[src/verilog/flash_ctl_consts.vh]
`ifndef FLASH_CTL_CONSTS_VH
`define FLASH_CTL_CONSTS_VH
// Register byte offsets of the controller's own registers
`define OFS_CTRL      12'h000
`define OFS_ADDR      12'h004
`define OFS_WDATA     12'h008
`define OFS_STATUS    12'h00c
`define OFS_RDATA     12'h010
`define OFS_PULSE     12'h014
// Control register fields
`define CTRL_GO_BIT   0
`define CTRL_OP_LSB   1
`define CTRL_OP_MSB   3
`define CTRL_TMPU_BIT 4
// Operation codes
`define OP_READ       3'h0
`define OP_WRITE      3'h1
`define OP_PROTECT    3'h2
`define OP_UNPROTECT  3'h3
`define OP_VERIFY     3'h4
`define OP_ERASE_ADD  3'h5
// Status register fields
`define ST_BUSY_BIT   0
`define ST_REJ_BIT    1
`define ST_PROT_BIT   2
// Reset values
`define CTRL_RESET    32'h0000_0000
`define PULSE_RESET   32'h0000_0019
// Timing: noise pulses shorter than this are filtered by the device
`define GLITCH_NS     5
// Clock period in ns
`define CLK_NS        4
// Least strobe width in ns (write pulse plus margin)
`define WP_NS         40
// Least setup of high voltage to strobe, in ns
`define HV_SETUP_NS   4000
// Least protect strobe width in ns
`define WPP_NS        100
// Verify read settle time in ns
`define RD_NS         100
// Sector erase command data, reset and identifier read codes
`define CMD_RESET     8'hf0
`define CMD_IDREAD    8'h90
`define CMD_SECT_ERA  8'h30
`endif

[src/verilog/pulse_timer.v]
`timescale 1ns/10ps
`default_nettype none
// Loadable down counter used for every timed phase of the pin sequence
module pulse_timer #(
  parameter W = 16
) (
  input  wire         aclk,
  input  wire         aresetn,
  input  wire         load,
  input  wire [W-1:0] count,
  output reg          done
);
  reg [W-1:0] remain;

  // Done is a level, high once the loaded count has run out
  always @(posedge aclk) begin
    if (!aresetn) begin
      remain <= {W{1'b0}};
      done   <= 1'b1;
    end else if (load) begin
      remain <= count;
      done   <= 1'b0;
    end else if (remain != {W{1'b0}}) begin
      remain <= remain - {{(W-1){1'b0}}, 1'b1};
      done   <= (remain == {{(W-1){1'b0}}, 1'b1});
    end
  end
endmodule
`default_nettype wire

[src/verilog/flash_host_ctl.v]
// Summary of operation
// - Host checks window flag after each add
// - Write needs select, strobe low, gate high
// - High voltage on reset: temporary unprotect
// - Protect pulse on strobe with high voltage
// - Host writes reset to leave identifier read
// - Unprotect: high voltage, address bit six high
// - Protect all sectors before chip unprotect (OP_UNPROTECT does not do this first)
//
// The address map and register access over AXI4-Lite were decided locally.
`timescale 1ns/10ps
`default_nettype none
`include "flash_ctl_consts.vh"
module flash_host_ctl #(
  parameter AW = 20,
  parameter TW = 16
) (
  input  wire          aclk,
  input  wire          aresetn,
  input  wire [11:0]   s_axi_awaddr,
  input  wire          s_axi_awvalid,
  output reg           s_axi_awready,
  input  wire [31:0]   s_axi_wdata,
  input  wire [3:0]    s_axi_wstrb,
  input  wire          s_axi_wvalid,
  output reg           s_axi_wready,
  output reg  [1:0]    s_axi_bresp,
  output reg           s_axi_bvalid,
  input  wire          s_axi_bready,
  input  wire [11:0]   s_axi_araddr,
  input  wire          s_axi_arvalid,
  output reg           s_axi_arready,
  output reg  [31:0]   s_axi_rdata,
  output reg  [1:0]    s_axi_rresp,
  output reg           s_axi_rvalid,
  input  wire          s_axi_rready,
  output reg  [AW-1:0] flash_addr,
  output reg  [7:0]    flash_dq_out,
  output reg           flash_dq_oe,
  input  wire [7:0]    flash_dq_in,
  output reg           flash_ce_n,
  output reg           flash_oe_n,
  output reg           flash_we_n,
  output reg           addr_nine_hv,
  output reg           gate_hv,
  output reg           reset_hv
);
  localparam [TW-1:0] WP_CYC  = (`WP_NS + `CLK_NS - 1) / `CLK_NS;
  localparam [TW-1:0] HV_CYC  = (`HV_SETUP_NS + `CLK_NS - 1) / `CLK_NS;
  localparam [TW-1:0] RD_CYC  = (`RD_NS + `CLK_NS - 1) / `CLK_NS;
  localparam [TW-1:0] WPP_CYC = (`WPP_NS + `CLK_NS - 1) / `CLK_NS;
  localparam [5:0] S_IDLE  = 6'h01;
  localparam [5:0] S_SETUP = 6'h02;
  localparam [5:0] S_LOW   = 6'h04;
  localparam [5:0] S_HIGH  = 6'h08;
  localparam [5:0] S_READ  = 6'h10;
  localparam [5:0] S_DONE  = 6'h20;
  reg [5:0]    state;
  reg [2:0]    op, go_op;
  reg [AW-1:0] addr_reg;
  reg [7:0]    wdata_reg, rdata_reg;
  reg [31:0]   pulse_reg, w_data;
  reg          busy, rejected, prot_seen, tmp_unprot;
  reg          tload, aw_held, w_held, go;
  reg [TW-1:0] tcount;
  reg [11:0]   aw_addr;
  wire         tdone;
  function is_hv_op;
    input [2:0] o;
    begin
      is_hv_op = (o == `OP_PROTECT) || (o == `OP_UNPROTECT) || (o == `OP_VERIFY);
    end
  endfunction
  pulse_timer #(.W(TW)) u_timer (
    .aclk    (aclk),
    .aresetn (aresetn),
    .load    (tload),
    .count   (tcount),
    .done    (tdone)
  );
  //////////////////////////////////////////////////////////////////////////////
  // AXI4-Lite write side: address and data may arrive in either order
  always @(posedge aclk) begin
    if (!aresetn) begin
      s_axi_awready <= 1'b1;
      s_axi_wready  <= 1'b1;
      s_axi_bvalid  <= 1'b0;
      s_axi_bresp   <= 2'h0;
      aw_held       <= 1'b0;
      w_held        <= 1'b0;
      aw_addr       <= 12'h000;
      w_data        <= 32'h0000_0000;
      go            <= 1'b0;
      go_op         <= `OP_READ;
      addr_reg      <= {AW{1'b0}};
      wdata_reg     <= 8'h00;
      pulse_reg     <= `PULSE_RESET;
      tmp_unprot    <= 1'b0;
    end else begin
      go <= 1'b0;
      if (s_axi_awvalid && s_axi_awready) begin
        aw_held       <= 1'b1;
        aw_addr       <= s_axi_awaddr;
        s_axi_awready <= 1'b0;
      end
      if (s_axi_wvalid && s_axi_wready) begin
        w_held       <= 1'b1;
        w_data       <= s_axi_wdata;
        s_axi_wready <= 1'b0;
      end
      if (aw_held && w_held && !s_axi_bvalid) begin
        s_axi_bvalid <= 1'b1;
        s_axi_bresp  <= 2'h0;
        case (aw_addr)
          `OFS_CTRL: begin
            // A start while busy is dropped rather than queued
            if (w_data[`CTRL_GO_BIT] && !busy) begin
              go    <= 1'b1;
              go_op <= w_data[`CTRL_OP_MSB:`CTRL_OP_LSB];
            end
            tmp_unprot <= w_data[`CTRL_TMPU_BIT];
          end
          `OFS_ADDR:  addr_reg  <= w_data[AW-1:0];
          `OFS_WDATA: wdata_reg <= w_data[7:0];
          `OFS_PULSE: pulse_reg <= w_data;
          default:    s_axi_bresp <= 2'h2;
        endcase
      end
      if (s_axi_bvalid && s_axi_bready) begin
        s_axi_bvalid  <= 1'b0;
        aw_held       <= 1'b0;
        w_held        <= 1'b0;
        s_axi_awready <= 1'b1;
        s_axi_wready  <= 1'b1;
      end
    end
  end
  //////////////////////////////////////////////////////////////////////////////
  // AXI4-Lite read side, one cycle from address to data
  always @(posedge aclk) begin
    if (!aresetn) begin
      s_axi_arready <= 1'b1;
      s_axi_rvalid  <= 1'b0;
      s_axi_rdata   <= 32'h0000_0000;
      s_axi_rresp   <= 2'h0;
    end else if (s_axi_rvalid) begin
      if (s_axi_rready) begin
        s_axi_rvalid  <= 1'b0;
        s_axi_arready <= 1'b1;
      end
    end else if (s_axi_arvalid) begin
      s_axi_arready <= 1'b0;
      s_axi_rvalid  <= 1'b1;
      s_axi_rresp   <= 2'h0;
      case (s_axi_araddr)
        `OFS_CTRL:   s_axi_rdata <= {27'h0, tmp_unprot, op, 1'b0};
        `OFS_ADDR:   s_axi_rdata <= {{(32-AW){1'b0}}, addr_reg};
        `OFS_WDATA:  s_axi_rdata <= {24'h0, wdata_reg};
        `OFS_STATUS: s_axi_rdata <= {29'h0, prot_seen, rejected, busy};
        `OFS_RDATA:  s_axi_rdata <= {24'h0, rdata_reg};
        `OFS_PULSE:  s_axi_rdata <= pulse_reg;
        default: begin
          s_axi_rdata <= 32'h0000_0000;
          s_axi_rresp <= 2'h2;
        end
      endcase
    end
  end
  //////////////////////////////////////////////////////////////////////////////
  // Pin sequencer; pins idle deselected so nothing is mistaken for a write
  always @(posedge aclk) begin
    if (!aresetn) begin
      state         <= S_IDLE;
      op            <= `OP_READ;
      busy          <= 1'b0;
      rejected      <= 1'b0;
      prot_seen     <= 1'b0;
      rdata_reg     <= 8'h00;
      flash_addr    <= {AW{1'b0}};
      flash_dq_out  <= 8'h00;
      flash_dq_oe   <= 1'b0;
      flash_ce_n    <= 1'b1;
      flash_oe_n    <= 1'b1;
      flash_we_n    <= 1'b1;
      addr_nine_hv  <= 1'b0;
      gate_hv       <= 1'b0;
      reset_hv      <= 1'b0;
      tload         <= 1'b0;
      tcount        <= {TW{1'b0}};
    end else begin
      tload    <= 1'b0;
      reset_hv <= tmp_unprot;
      case (state)
        S_IDLE: begin
          if (go) begin
            op         <= go_op;
            busy       <= 1'b1;
            flash_addr <= addr_reg;
            if (go_op == `OP_UNPROTECT)
              flash_addr[6] <= 1'b1;
            if (go_op == `OP_VERIFY)
              flash_addr[6:0] <= {1'b0, addr_reg[5:2], 2'b10};
            if (go_op == `OP_ERASE_ADD)
              rejected <= 1'b0;
            addr_nine_hv <= is_hv_op(go_op);
            gate_hv      <= (go_op == `OP_PROTECT) || (go_op == `OP_UNPROTECT);
            tload        <= 1'b1;
            tcount       <= is_hv_op(go_op) ? HV_CYC : {{(TW-1){1'b0}}, 1'b1};
            state        <= S_SETUP;
          end
        end
        S_SETUP: begin
          if (tdone && !tload) begin
            tload <= 1'b1;
            case (op)
              `OP_READ, `OP_VERIFY: begin
                flash_ce_n <= 1'b0;
                flash_oe_n <= 1'b0;
                tcount     <= RD_CYC;
                state      <= S_READ;
              end
              `OP_WRITE, `OP_ERASE_ADD: begin
                flash_dq_out <= (op == `OP_ERASE_ADD) ? `CMD_SECT_ERA : wdata_reg;
                flash_dq_oe  <= 1'b1;
                flash_ce_n   <= 1'b0;
                flash_oe_n   <= 1'b1;
                flash_we_n   <= 1'b0;
                tcount       <= WP_CYC;
                state        <= S_LOW;
              end
              default: begin
                // Long strobe, software may stretch it beyond the least width
                flash_ce_n <= 1'b0;
                flash_we_n <= 1'b0;
                tcount     <= (pulse_reg[TW-1:0] > WPP_CYC) ? pulse_reg[TW-1:0] : WPP_CYC;
                state      <= S_LOW;
              end
            endcase
          end
        end
        S_LOW: begin
          if (tdone && !tload) begin
            flash_we_n <= 1'b1;
            tload      <= 1'b1;
            tcount     <= WP_CYC;
            state      <= S_HIGH;
          end
        end
        S_HIGH: begin
          if (tdone && !tload) begin
            flash_ce_n  <= 1'b1;
            flash_dq_oe <= 1'b0;
            if (op == `OP_ERASE_ADD) begin
              // Read window flag after the add to see if it was taken
              flash_ce_n <= 1'b0;
              flash_oe_n <= 1'b0;
              tload      <= 1'b1;
              tcount     <= RD_CYC;
              state      <= S_READ;
            end else
              state <= S_DONE;
          end
        end
        S_READ: begin
          if (tdone && !tload) begin
            rdata_reg  <= flash_dq_in;
            flash_ce_n <= 1'b1;
            flash_oe_n <= 1'b1;
            if (op == `OP_VERIFY || op == `OP_READ)
              prot_seen <= flash_dq_in[0];
            if (op == `OP_ERASE_ADD)
              rejected <= flash_dq_in[3];
            state <= S_DONE;
          end
        end
        S_DONE: begin
          addr_nine_hv <= 1'b0;
          gate_hv      <= 1'b0;
          busy         <= 1'b0;
          state        <= S_IDLE;
        end
        default: state <= S_IDLE;
      endcase
    end
  end
endmodule
`default_nettype wire

[config.mk]
export PLATFORM = sky130hd
export DESIGN_NAME = flash_host_ctl
export DESIGN_NICKNAME = d
export VERILOG_FILES = /design/src/verilog/pulse_timer.v /design/src/verilog/flash_host_ctl.v
export VERILOG_INCLUDE_DIRS = /design/src /design/src/verilog
export SDC_FILE = /design/constraint.sdc
export NUM_CORES = 1
export LEC_CHECK = 0
export BUFFER_PORTS_ARGS = -buffer_cell sky130_fd_sc_hd__buf_2
export CAP_MARGIN = 30
export CORE_ASPECT_RATIO = 1.2
export CORE_UTILIZATION = 29
export DETAILED_ROUTE_END_ITERATION = 8
export HOLD_SLACK_MARGIN = 0.12
export PLACE_DENSITY_LB_ADDON = 0.12
export SLEW_MARGIN = 20
export SYNTH_ARGS = -nofsm -noshare
export SYNTH_HDL_FRONTEND = slang
export SYNTH_HIERARCHICAL = 1
export SYNTH_SLANG_ARGS = --single-unit
[constraint.sdc]
create_clock -name aclk -period 2.9 [get_ports aclk]
set_input_delay 0.435 -clock aclk [delete_from_list [all_inputs] [get_ports aclk]]
set_output_delay 0.435 -clock aclk [all_outputs]
set_load 0.05 [all_outputs]
# Word level (Yosys, flattened, before mapping)
# Index checks and enable logic that the tools add are counted.
word_totals:
  regBits: 241
  inputBits: 75
  out_inout_bits: 76
  word_cells: 192
classes:
  addsub: 1
  magnitude_cmp: 1
  eq_ne: 34
  n_mux: 66
  bitwise_logic: 2
  reduce_logical: 51
ops:
  columns: ["op", "n"]
  rows:
  - ["$pmux 32 s6", 1]
  - ["$mux 16", 8]
  - ["$pmux 16 s4", 1]
  - ["$eq 12x4->1 const B", 3]
  - ["$eq 12x5->1 const B", 3]
  - ["$mux 6", 6]
  - ["$mux 1", 32]
  - ["$pmux 16 s2", 1]
  - ["$pmux 6 s5", 1]
  - ["$eq 12x3->1 const B", 2]
  - ["$logic_not 12->1", 2]
  - ["$ne 2x2->1 const B", 10]
  - ["$reduce_and 2->1", 9]
  - ["$eq 16x1->1 const B", 1]
  - ["$gt 16x5->1 const B", 1]
  - ["$reduce_bool 16->1", 1]
  - ["$sub 16x1->16 const B", 1]
  - ["$pmux 1 s2", 7]
  - ["$eq 3x3->1 const B", 4]
  - ["$reduce_and 3->1", 4]
  - ["$reduce_and 4->1", 3]
  - ["$reduce_and 6->1", 2]
  - ["$reduce_bool 2->1", 6]
  - ["$mux 10", 1]
  - ["26 further kinds", 45]

# Logic depth before layout (Yosys ltp)
# Gate-level depths: netlist of run 1.
logic_depth:
  ltp_word: 6
  depth_mapped: 8
  depth_no_buf: 7

# Hierarchy
# The synthesis of run 1 kept the hierarchy.
by_module_without_submodules:
  columns: ["module", "n_inst", "cells_per_inst", "area_each_um2", "seq_area_each_um2"]
  rows:
  - ["flash_host_ctl", 1, 1043, 8848.5, 4444.3]
  - ["pulse_timer", 1, 122, 993.5, 340.3]

# Least setup slack after synthesis of run 1
# No wires, ideal clock.
synth_timing:
  kind: "input-to-reg"
  startpoint: "input s_axi_araddr[11]"
  endpoint: "register s_axi_rdata[10]"
  setup_time_ps: 65
  t_arrival_ps: 2295
  required_ps: 2835
  slack_ps: 540
  stages: 7
  path_buffers: 2
  cell_sequence: "or4_4 > or3_1 > buf_2 > or4b_4 > buf_6 > a2bb2oi_1 > nor2_1"
synth_between:
  elab_chain_len: 2
  elab_cells_between_ends: 7
  classes_between: "eq/ne: 5; mux: 1; reduce/logical: 1"
synth_lines:
  columns: ["item", "line", "source"]
  rows:
  - ["start: declaration", "flash_host_ctl.v:30", "input wire [11:0] s_axi_araddr,"]
  - ["$eq 12x5->1 (tied with other cells)", "flash_host_ctl.v:155", "case (s_axi_araddr)"]
  - ["$pmux 32 s6 *", "flash_host_ctl.v:155", null]
  - ["end signal: assignment", "flash_host_ctl.v:156", "`OFS_CTRL: s_axi_rdata <= {27'h0, tmp_unprot, op, 1'b0};"]
  - ["end signal: assignment", "flash_host_ctl.v:157", "`OFS_ADDR: s_axi_rdata <= {{(32-AW){1'b0}}, addr_reg};"]
  - ["end signal: assignment", "flash_host_ctl.v:158", "`OFS_WDATA: s_axi_rdata <= {24'h0, wdata_reg};"]
  - ["end: declaration", "flash_host_ctl.v:33", "output reg [31:0] s_axi_rdata,"]
# Every way passes the cells marked *; elsewhere a longest branch is shown, timed or not.
# A chain may end at the register's enable or synchronous reset.

# Worst setup path after layout of run 1
layout_timing:
  startpoint: "register u_timer.remain[0]"
  endpoint: "register u_timer.remain[14]"
layout_between:
  elab_chain_len: 3
  elab_cells_between_ends: 5
  classes_between: "add/sub: 1; mux: 2; reduce/logical: 2"
layout_lines:
  columns: ["item", "line", "source"]
  rows:
  - ["start: declaration", "pulse_timer.v:13", "reg [W-1:0] remain;"]
  - ["start signal: assignment", "pulse_timer.v:18", "remain <= {W{1'b0}};"]
  - ["start signal: assignment", "pulse_timer.v:21", "remain <= count;"]
  - ["start signal: assignment", "pulse_timer.v:24", "remain <= remain - {{(W-1){1'b0}}, 1'b1};"]
  - ["$sub 16x1->16", "pulse_timer.v:24", null]
  - ["$mux 16", "pulse_timer.v:23", "end else if (remain != {W{1'b0}}) begin"]
  - ["$mux 16", "pulse_timer.v:20", "end else if (load) begin"]
# Parallel ways exist; a longest one is shown, timed or not. The select of a mux whose other input is x is not followed.

==> flow_metrics.env, run 1 <==
export IMPL_syn_to_final_growth_pct=22.5
export IMPL_yosysSeqAreaShare_pct=48.6
export IMPL_final_cells=1768
export IMPL_antenna_found_initial=3
export IMPL_yosys_warnings=6
export IMPL_cts_path_max_buffers=3
export IMPL_drt_iter0_drc=484
export IMPL_status="complete, no violations"
export IMPL_die_x_um=170
export IMPL_synthTopCellsByCount="240 x nand2_1, 239 x dfxtp_1, 153 x a21oi_1, 99 x nor2_1, 68 x clkbuf_1"
export IMPL_power_leakage_nw=4.65
export IMPL_critPathLaunch="u_timer/remain[0]"
export IMPL_finalSetupViolations=0
export IMPL_setup_slack_ns=0.490
export IMPL_synth_most_common_cell="nand2_1"
export IMPL_nets=1378
export IMPL_coreArea_mm2=0.0332
export IMPL_r2r_cells=7
export IMPL_critical_path_class="reg -> reg"
export IMPL_cap_viol_max_count=0
export IMPL_post_place_cells=1707
export IMPL_synth_seq_cells=239
export IMPL_synth_area_mm2=0.00984
export IMPL_postRouteAntennaNets=0
export IMPL_fillers=3582
export IMPL_ys_flop_type="dfxtp_1"
export IMPL_vias_per_cell=4.84
export IMPL_clk_pin_slew_ns=0.06
export IMPL_worst_path_buf_inv=1
export IMPL_crit_chain="inv_1, ha_1, or4b_2, or2_2, nor4_1, xnor2_1, a211oi_1"
export IMPL_crit_path_end="u_timer/remain[14]"
export IMPL_hold_class="in -> reg"
export IMPL_rows=73
export IMPL_overflow=0
export IMPL_worst_path_max_fanout=7
export IMPL_diodes=0
export IMPL_syn_inst=1165
export IMPL_rsz0062_at_grt="no"
export IMPL_htreeDepth=1
export IMPL_crit_cells=7
export IMPL_clock_sinks=239
export IMPL_detail_route_first_pass_iterations=5
export IMPL_port_buffers=144
export IMPL_insertion_delay_ns=0.54
export IMPL_postSynthAreaPerCell_um2=8.45
export IMPL_report_final_slew_viol_count=0
export IMPL_max_stage_delay_ns=0.72
export IMPL_synth_top_area_share_pct=48.6
export IMPL_drt_total_wl_um=29800
export IMPL_worstPathRequired_ns=3.35
export IMPL_synth_area_top_cells="dfxtp_1 49%, nand2_1 9.2%, a21oi_1 7.8%"
export IMPL_drive_gt1_share_pct=18.6
export IMPL_grt_max_degree=90
export IMPL_max_freq_mhz=415
export IMPL_ios=151
export IMPL_ctsHoldBuffers=14
export IMPL_synth_edf_count=0
export IMPL_die_height_um=204
export IMPL_fin_crit_ns=2.41
export IMPL_hold_slack_ns=0.138
export IMPL_cts_resized_gates=0
export IMPL_cts_tree="built"
export IMPL_cp_arrival_ns=2.86
export IMPL_skew_ns=0.0183
export IMPL_post_cts_setup_buffer_count=0
export IMPL_cp_top_family="simple AND/OR/NAND/NOR gates"
export IMPL_slowest_stage="or4b_2"
export IMPL_ff2ff_setup_slack_ns=0.49
export IMPL_r2r_start="u_timer/remain[0]"
export IMPL_peakVddDrop_mv=0.388
export IMPL_timing_slew_headroom_pct=48.8
export IMPL_end_kind="flop"
export IMPL_hpwl_um=20600
export IMPL_power_density_mw_per_mm2=660
export IMPL_cts_buffers_inserted=28
export IMPL_tightest_slew_ns=0.768
export IMPL_vias=8558
export IMPL_finalCritPeriodShare_pct=83.1
export IMPL_start_kind="flop"
export IMPL_preCtsSetupSlack_ns=0.322
export IMPL_gp_congestion=0.813
export IMPL_cts_root_buffer="clkbuf_16"
export IMPL_hold_violations=0
export IMPL_grt_usage_pct=17.2
export IMPL_r2r_end="u_timer/remain[14]"
export IMPL_drt_wirelength_per_cell_um=16.9
export IMPL_grt_pass1_vias=8322
export IMPL_start_util_pct=29.6
export IMPL_async_flop_share_pct=0
export IMPL_tns_ns=0
export IMPL_synth_distinct_cells=73
export IMPL_drc=0
export IMPL_die_area_mm2=0.0347
export IMPL_synth_area_leader_cell="dfxtp_1"
export IMPL_grt_pass1_wl_um=47000
[worst min path at each step]
stage	startpoint	to	slack, ns	cells after the start
6_report	s_axi_wdata[18]	w_data[18]	0.14	3
5_1_grt	flash_dq_in[6]	rdata_reg[6]	0.13	3
4_1_cts	s_axi_wdata[18]	w_data[18]	0.12	3
3_5_place_dp	flash_addr[17]	flash_addr[17]	0.44	2
3_3_place_gp	w_data[25]	pulse_reg[25]	0.44	2
2_1_floorplan	w_data[20]	pulse_reg[20]	0.43	2
[stage by stage]
step	power, mW	util (%)	instance area, µm²
floorplan	4.39	-	9850
global placement	4.63	33.2	11000
detailed placement	4.63	33.2	11000
CTS	8.07	36.3	12100
global route	8.33	36.3	12100
finish	7.96	36.3	12100
[layer usage]
layer  GRT usage [%]  wire (µm)
met5               0         13
met4            5.05        696
met3            3.10       1310
met2            30.0      14800
met1            21.4      13000
[cell type report]
class | instances | area (µm²) | area share [%]
multi-input combinational | 832 | 4670 | 38.7
tap | 450 | 563 | 4.67
clock inverter | 6 | 55.1 | 0.457
sequential | 239 | 4780 | 39.7
clock buffer | 41 | 821 | 6.81
inverter | 12 | 50.0 | 0.415
timing repair buffer | 188 | 1110 | 9.22
[report_power, final]
part / internal, mW / leakage [nW] / switching [mW] / total (mW)
Combinational: 0.432 / 2.28 / 0.615 / 1.05
Clock: 2.02 / 0.435 / 1.36 / 3.38
Sequential: 3.42 / 1.94 / 0.115 / 3.53
[cells in the final DEF (no fill, tap or decap), drive strengths merged, types with 4 or more instances in the layout]
master / Yosys / final
nand2: 240 / 240
dfxtp: 239 / 239
buf: 14 / 174
a21oi: 153 / 153
nor2: 99 / 99
mux2i: 55 / 55
clkbuf: 69 / 41
o21ai: 33 / 33
nand3: 19 / 19
a22oi: 19 / 19
a211oi: 16 / 16
dlygate4sd3: 0 / 14
nor3: 14 / 14
a31oi: 12 / 12
and2: 12 / 12
mux2: 12 / 12
a2bb2oi: 12 / 12
inv: 12 / 12
nor4: 12 / 12
or3: 10 / 10
nor2b: 9 / 9
nand4: 7 / 7
nor3b: 7 / 7
nand2b: 6 / 6
nand3b: 6 / 6
xnor2: 6 / 6
and3: 5 / 5
o211ai: 5 / 5
o21a: 5 / 5
clkinv: 0 / 5
or4: 5 / 5
xor2: 4 / 4
or2: 4 / 4
o31ai: 4 / 4
[logic make-up (layout without fill, tap and decap cells)]
logic type / Yosys count / after routing / share of synthesized area, %
flip-flops: 239 / 239 / 48.6
adder cells (fa/ha/maj): 2 / 2 / 0.254
buffers and inverters: 95 / 247 / 4.09
multiplexers: 67 / 67 / 6.97
AO/OA/AOI/OAI: 282 / 282 / 17.1
other: 1 / 2 / 0.0381
AND/OR/NAND/NOR: 469 / 469 / 22.0
XOR/XNOR: 10 / 10 / 0.890
[worst register-to-register path, delay by kind of cell, from the launching register on]
kind,cells,cell delay (ns)
AO/OA/AOI/OAI,1,0.22
XOR/XNOR,1,0.11
adder cells (fa/ha/maj),1,0.24
buffers and inverters,1,0.09
flip-flops,1,0.37
AND/OR/NAND/NOR,3,1.31
Power figures use the tool's default switching activity.
==> run 2: changes to the inputs <==
Clock period 2.9 ns to 1.9 ns, I/O delays scaled along.
==> run 2 against run 1 <==
Compared with the run above:
- the flow now finishes with violations (setup timing)
- first-iteration DRC count shrank 7.4%
- power grew 62%
- cell count up 7.5%
- clock power is 54% higher
- combinational power rose by 120%
==> flow_metrics.env, run 2 (same netlist as run 1, synthesis figures left out) <==
export IMPL_status="finished, violations left"
export IMPL_violations="setup timing"
export IMPL_vias_per_cell=4.74
export IMPL_final_common_cell="nand2_1"
export IMPL_report_final_slew_viol_count=0
export IMPL_cts_root_buffer="clkbuf_16"
export IMPL_diodes=0
export IMPL_preCtsSetupSlack_ns=-0.360
export IMPL_syn_to_final_growth_pct=37.1
export IMPL_max_freq_mhz=483
export IMPL_slowest_stage="or4_4"
export IMPL_start_util_pct=29.6
export IMPL_setup_slack_ns=-0.170
export IMPL_finalCritPeriodShare_pct=109
export IMPL_power_share_sequential_pct=41.6
export IMPL_skew_ns=0.0240
export IMPL_hpwl_um=21900
export IMPL_r2r_cells=6
export IMPL_grt_pass1_wl_um=49200
export IMPL_worst_path_buf_inv=1
export IMPL_postRouteAntennaNets=0
export IMPL_worst_path_max_fanout=8
export IMPL_grt_max_degree=46
export IMPL_port_buffers=144
export IMPL_cap_viol_max_count=0
export IMPL_crit_path_frequent_cell="or4_4"
export IMPL_r2r_start="u_timer/remain[11]"
export IMPL_final_cell_mix="240 x nand2_1, 232 x dfxtp_1, 152 x a21oi_1"
export IMPL_stdcell_area_mm2=0.0135
export IMPL_placed_area_mm2=0.0118
export IMPL_die_height_um=204
export IMPL_cts_tree="built"
export IMPL_cp_top_family="simple AND/OR/NAND/NOR gates"
export IMPL_clk_pin_slew_ns=0.06
export IMPL_max_stage_delay_ns=0.53
export IMPL_insertion_delay_ns=0.55
export IMPL_whs_path_depth=2
export IMPL_drive_gt1_share_pct=25.4
export IMPL_hold_violations=0
export IMPL_hold_slack_ns=0.197
export IMPL_worstPathRequired_ns=2.29
export IMPL_grt_pass1_vias=8793
export IMPL_power_density_mw_per_mm2=953
export IMPL_r2r_end="u_timer/remain[15]"
export IMPL_hold_class="in -> reg"
export IMPL_drt_wirelength_per_cell_um=16.5
export IMPL_rsz0062_at_grt="yes"
export IMPL_ios=151
export IMPL_vias=9001
export IMPL_peakVddDrop_mv=0.615
export IMPL_power_leakage_nw=5.36
export IMPL_crit_chain="or4_4, or4_4, nor4_4, or2b_1, buf_12, a211oi_2"
export IMPL_cts_buffers_inserted=27
export IMPL_critical_path_class="reg -> reg"
export IMPL_grt_usage_pct=17.9
export IMPL_htreeDepth=1
export IMPL_finalSetupViolations=17
export IMPL_cp_arrival_ns=2.46
export IMPL_fin_crit_ns=2.07
export IMPL_comb_power_share_pct=17.8
export IMPL_ff2ff_setup_slack_ns=-0.17
export IMPL_drt_total_wl_um=31300
export IMPL_p_int_mw=9.38
export IMPL_antenna_found_initial=0
export IMPL_drt_iter0_drc=448
export IMPL_clkPwrFrac_pct=40.6
export IMPL_tns_ns=-2.26
export IMPL_overflow=0
export IMPL_swShare_pct=27.1
export IMPL_rows=73
export IMPL_hold_path_endpoint="u_timer/remain[11]"
export IMPL_switchingPower_mw=3.49
export IMPL_drc=0
export IMPL_clock_sinks=239
export IMPL_nets=1507
export IMPL_gp_congestion=0.821
export IMPL_detail_route_first_pass_iterations=5
export IMPL_die_x_um=170
export IMPL_final_core_util_pct=40.6
export IMPL_die_area_mm2=0.0347
export IMPL_start_kind="flop"
export IMPL_coreArea_mm2=0.0332
export IMPL_end_kind="flop"
export IMPL_min_from="aresetn"
export IMPL_cts_path_max_buffers=3
==> run 2: power by group through the flow <==
stage	Sequential, mW	Clock, mW	Combinational, mW
floorplan	5.49	0	1.31
global placement	5.46	0	2.03
detailed placement	5.46	0	2.03
CTS	5.35	5.37	2.20
global route	5.38	5.59	2.51
finish	5.36	5.22	2.29
==> run 2: cell type report <==
class / count / area, µm²
Inverter: 12 / 50.0
Multi-Input combinational cell: 832 / 4880
Fill cell: 3440 / 19800
Tap cell: 450 / 563
Clock inverter: 12 / 119
Clock buffer: 37 / 763
Sequential cell: 239 / 4800
Timing Repair Buffer: 318 / 2320
==> run 2: routing by layer <==
metal  wire length [µm]  track usage (%)  part of all wire (%)  up-vias
li1                   -                -                     -     4581
met1              14000             23.0                    45     4233
met2              15700             31.4                    50      159
met3               1100             2.33                   3.5       28
met4                497             4.73                   1.6        0
met5                  0                0                     0        -
==> run 2: worst max-delay path by stage <==
stage	start	end	slack, ns	depth (start not counted)
finish	u_timer/remain[11]	u_timer/remain[15]	-0.17	6
floorplan	s_axi_araddr[11]	s_axi_rdata[10]	-0.31	7
global placement	s_axi_araddr[11]	s_axi_rdata[19]	-0.35	6
CTS	u_timer/remain[11]	u_timer/remain[12]	-0.18	6
global route	u_timer/remain[11]	u_timer/remain[15]	-0.26	6
detailed placement	s_axi_araddr[11]	s_axi_rdata[18]	-0.36	6
==> run 2: worst register-to-register path, delay by kind of cell (launching register included) <==
family                 cells  cell delay (ns)
buffers and inverters      1             0.15
and+or+nand+nor            4             1.43
DFF                        1             0.32
AOI/OAI and AO/OA          1             0.04
==> run 2: metrics by stage <==
step	cells	power (mW)
final	1900	12.9
after global routing	1900	13.5
after CTS	1896	12.9
after detailed placement	1784	7.49
after global placement	1784	7.49
after floorplan	1166	6.81
==> run 2: what timing repair did <==
action | in CTS | in global routing
setup endpoints to repair | 31 | 91
gates resized for setup | 17 | 30
setup buffers | 3 | 4
hold buffers | 59 | 0
gates cloned | 1 | 2
pin swaps | 4 | 14
endpoints found under the hold margin | 60 | 0
==> run 3: changes to the inputs <==
Settings changed: RECOVER_POWER from default to 100.
==> run 3 against run 2 <==
Compared with the run above:
- clock skew hardly changed
- hold slack better by 0.072 ns
- the flow still finishes with violations (setup timing)
- highest routed layer unchanged
- core utilization is 0.73 points lower
- flip-flop and latch count stayed put
- critical path type unchanged
==> flow_metrics.env, run 3 (same netlist as run 1, synthesis figures left out) <==
export IMPL_hold_class="in -> reg"
export IMPL_port_buffers=144
export IMPL_hold_violations=0
export IMPL_start_kind="flop"
export IMPL_crit_chain="or4_4, or4_4, nor4_4, or2b_1, buf_12, a211oi_2"
export IMPL_nets=1507
export IMPL_hpwl_um=21900
export IMPL_met3_usage_pct=2.33
export IMPL_r2r_end="u_timer/remain[12]"
export IMPL_final_common_cell="nand2_1"
export IMPL_drive_gt1_share_pct=19.0
export IMPL_final_core_util_pct=39.9
export IMPL_critical_path_class="reg -> reg"
export IMPL_finalCritPeriodShare_pct=109
export IMPL_tightest_slew_ns=1.06
export IMPL_clk_pin_slew_ns=0.07
export IMPL_crit_path_frequent_cell="or4_4"
export IMPL_finalSetupViolations=28
export IMPL_drt_total_wl_um=31300
export IMPL_cap_viol_max_count=0
export IMPL_met1_usage_pct=23.0
export IMPL_peakVddDrop_mv=0.612
export IMPL_multi_input_area_mm2=0.00484
export IMPL_diodes=0
export IMPL_postRouteAntennaNets=0
export IMPL_cts_buffers_inserted=27
export IMPL_grt_util_met2_pct=31.4
export IMPL_gp_congestion=0.821
export IMPL_setup_slack_ns=-0.169
export IMPL_die_x_um=170
export IMPL_clock_sinks=239
export IMPL_worst_path_max_fanout=8
export IMPL_htreeDepth=1
export IMPL_grt_pass1_wl_um=49200
export IMPL_top_usage_layer="met2"
export IMPL_worstPathRequired_ns=2.30
export IMPL_end_kind="flop"
export IMPL_timing_slew_headroom_pct=29.6
export IMPL_r2r_cells=6
export IMPL_fin_crit_ns=2.07
export IMPL_grt_max_degree=46
export IMPL_seq_area_mm2=0.00479
export IMPL_report_final_slew_viol_count=0
export IMPL_rows=73
export IMPL_ios=151
export IMPL_slowest_stage="or4_4"
export IMPL_drc=0
export IMPL_hold_path_endpoint="s_axi_arready"
export IMPL_insertion_delay_ns=0.55
export IMPL_vias_per_cell=4.74
export IMPL_overflow=0
export IMPL_coreArea_mm2=0.0332
export IMPL_cts_tree="built"
export IMPL_drt_iter0_drc=477
export IMPL_r2r_start="u_timer/remain[11]"
export IMPL_vias=8998
export IMPL_grt_usage_pct=17.9
export IMPL_status="finished, violations left"
export IMPL_rsz0062_at_grt="yes"
export IMPL_violations="setup timing"
export IMPL_power_density_mw_per_mm2=969
export IMPL_cts_root_buffer="clkbuf_16"
export IMPL_power_leakage_nw=4.98
export IMPL_antenna_found_initial=0
export IMPL_min_from="s_axi_arvalid"
export IMPL_fillers=3502
export IMPL_ff2ff_setup_slack_ns=-0.17
export IMPL_skew_ns=0.0238
export IMPL_critPathLaunch="u_timer/remain[11]"
export IMPL_die_height_um=204
export IMPL_cp_arrival_ns=2.47
export IMPL_cp_top_family="simple AND/OR/NAND/NOR gates"
export IMPL_max_freq_mhz=483
export IMPL_start_util_pct=29.6
export IMPL_detail_route_first_pass_iterations=5
export IMPL_final_cell_mix="240 x nand2_1, 234 x dfxtp_1, 152 x a21oi_1"
export IMPL_die_area_mm2=0.0347
export IMPL_whs_path_depth=4
export IMPL_worst_path_buf_inv=1
export IMPL_drt_wirelength_per_cell_um=16.5
export IMPL_max_stage_delay_ns=0.53
export IMPL_power_mw=12.8
export IMPL_syn_to_final_growth_pct=34.7
export IMPL_cts_path_max_buffers=3
export IMPL_grt_pass1_vias=8793
[run 3: cell types whose count changed in the layout (fill, tap and decap cells not counted), sizes merged]
cell    delta
clkbuf    +95
buf       -95
[run 3: worst max-delay path by stage]
stage	to	slack, ns	cells past startpoint
after floorplan	s_axi_rdata[10]	-0.31	7
after global placement	s_axi_rdata[19]	-0.35	6
after detailed placement	s_axi_rdata[18]	-0.36	6
after CTS	u_timer/remain[12]	-0.18	6
after global routing	u_timer/remain[15]	-0.26	6
final	u_timer/remain[12]	-0.17	6
[run 3: metrics by stage]
| stage | setup WS (ns) | hold slack (ns) | setup TNS (ns) | std cells | area, µm² |
|---|---|---|---|---|---|
| 2_1_floorplan | -0.310 | 0.379 | -8.73 | 1166 | 9930 |
| 4_1_cts | -0.183 | 0.182 | -2.23 | 1896 | 13300 |
| 3_5_place_dp | -0.360 | 0.444 | -9.97 | 1784 | 11800 |
| 5_1_grt | -0.259 | 0.302 | -11.43 | 1900 | 13300 |
| 3_3_place_gp | -0.347 | 0.441 | -9.19 | 1784 | 11800 |
| 6_report | -0.169 | 0.268 | -2.56 | 1900 | 13300 |
[run 3: final cells by class]
| cell class | instances | area share (%) |
|---|---|---|
| multi-input combinational | 832 | 36.5 |
| sequential | 239 | 36.2 |
| timing repair buffer | 318 | 16.1 |
| clock buffer | 37 | 5.76 |
| tap | 450 | 4.25 |
| clock inverter | 12 | 0.897 |
| inverter | 12 | 0.378 |
[run 3: metal layers]
layer | vias to the layer above | share of wire, %
li1 | 4584 | -
met1 | 4244 | 45
met2 | 142 | 50
met3 | 28 | 3.5
met4 | 0 | 1.6
met5 | - | 0
[run 3: what timing repair did]
item	CTS	global route
gates cloned	1	2
pin swaps	4	14
hold buffers	59	0
endpoints found under the hold margin	60	0
gates resized for setup	17	30
endpoints found under the setup margin	31	91
buffers inserted	3	4
[run 3: where the power goes]
group / switching (mW) / internal (mW)
clock network: 2.14 / 3.08
logic: 1.19 / 1.08
registers: 0.143 / 5.21
[run 3: worst min-delay path, stage by stage]
cell,delay (ns)
buf_2,0.09
nor2b_1,0.15
buf_4,0.15
o21ai_0,0.09
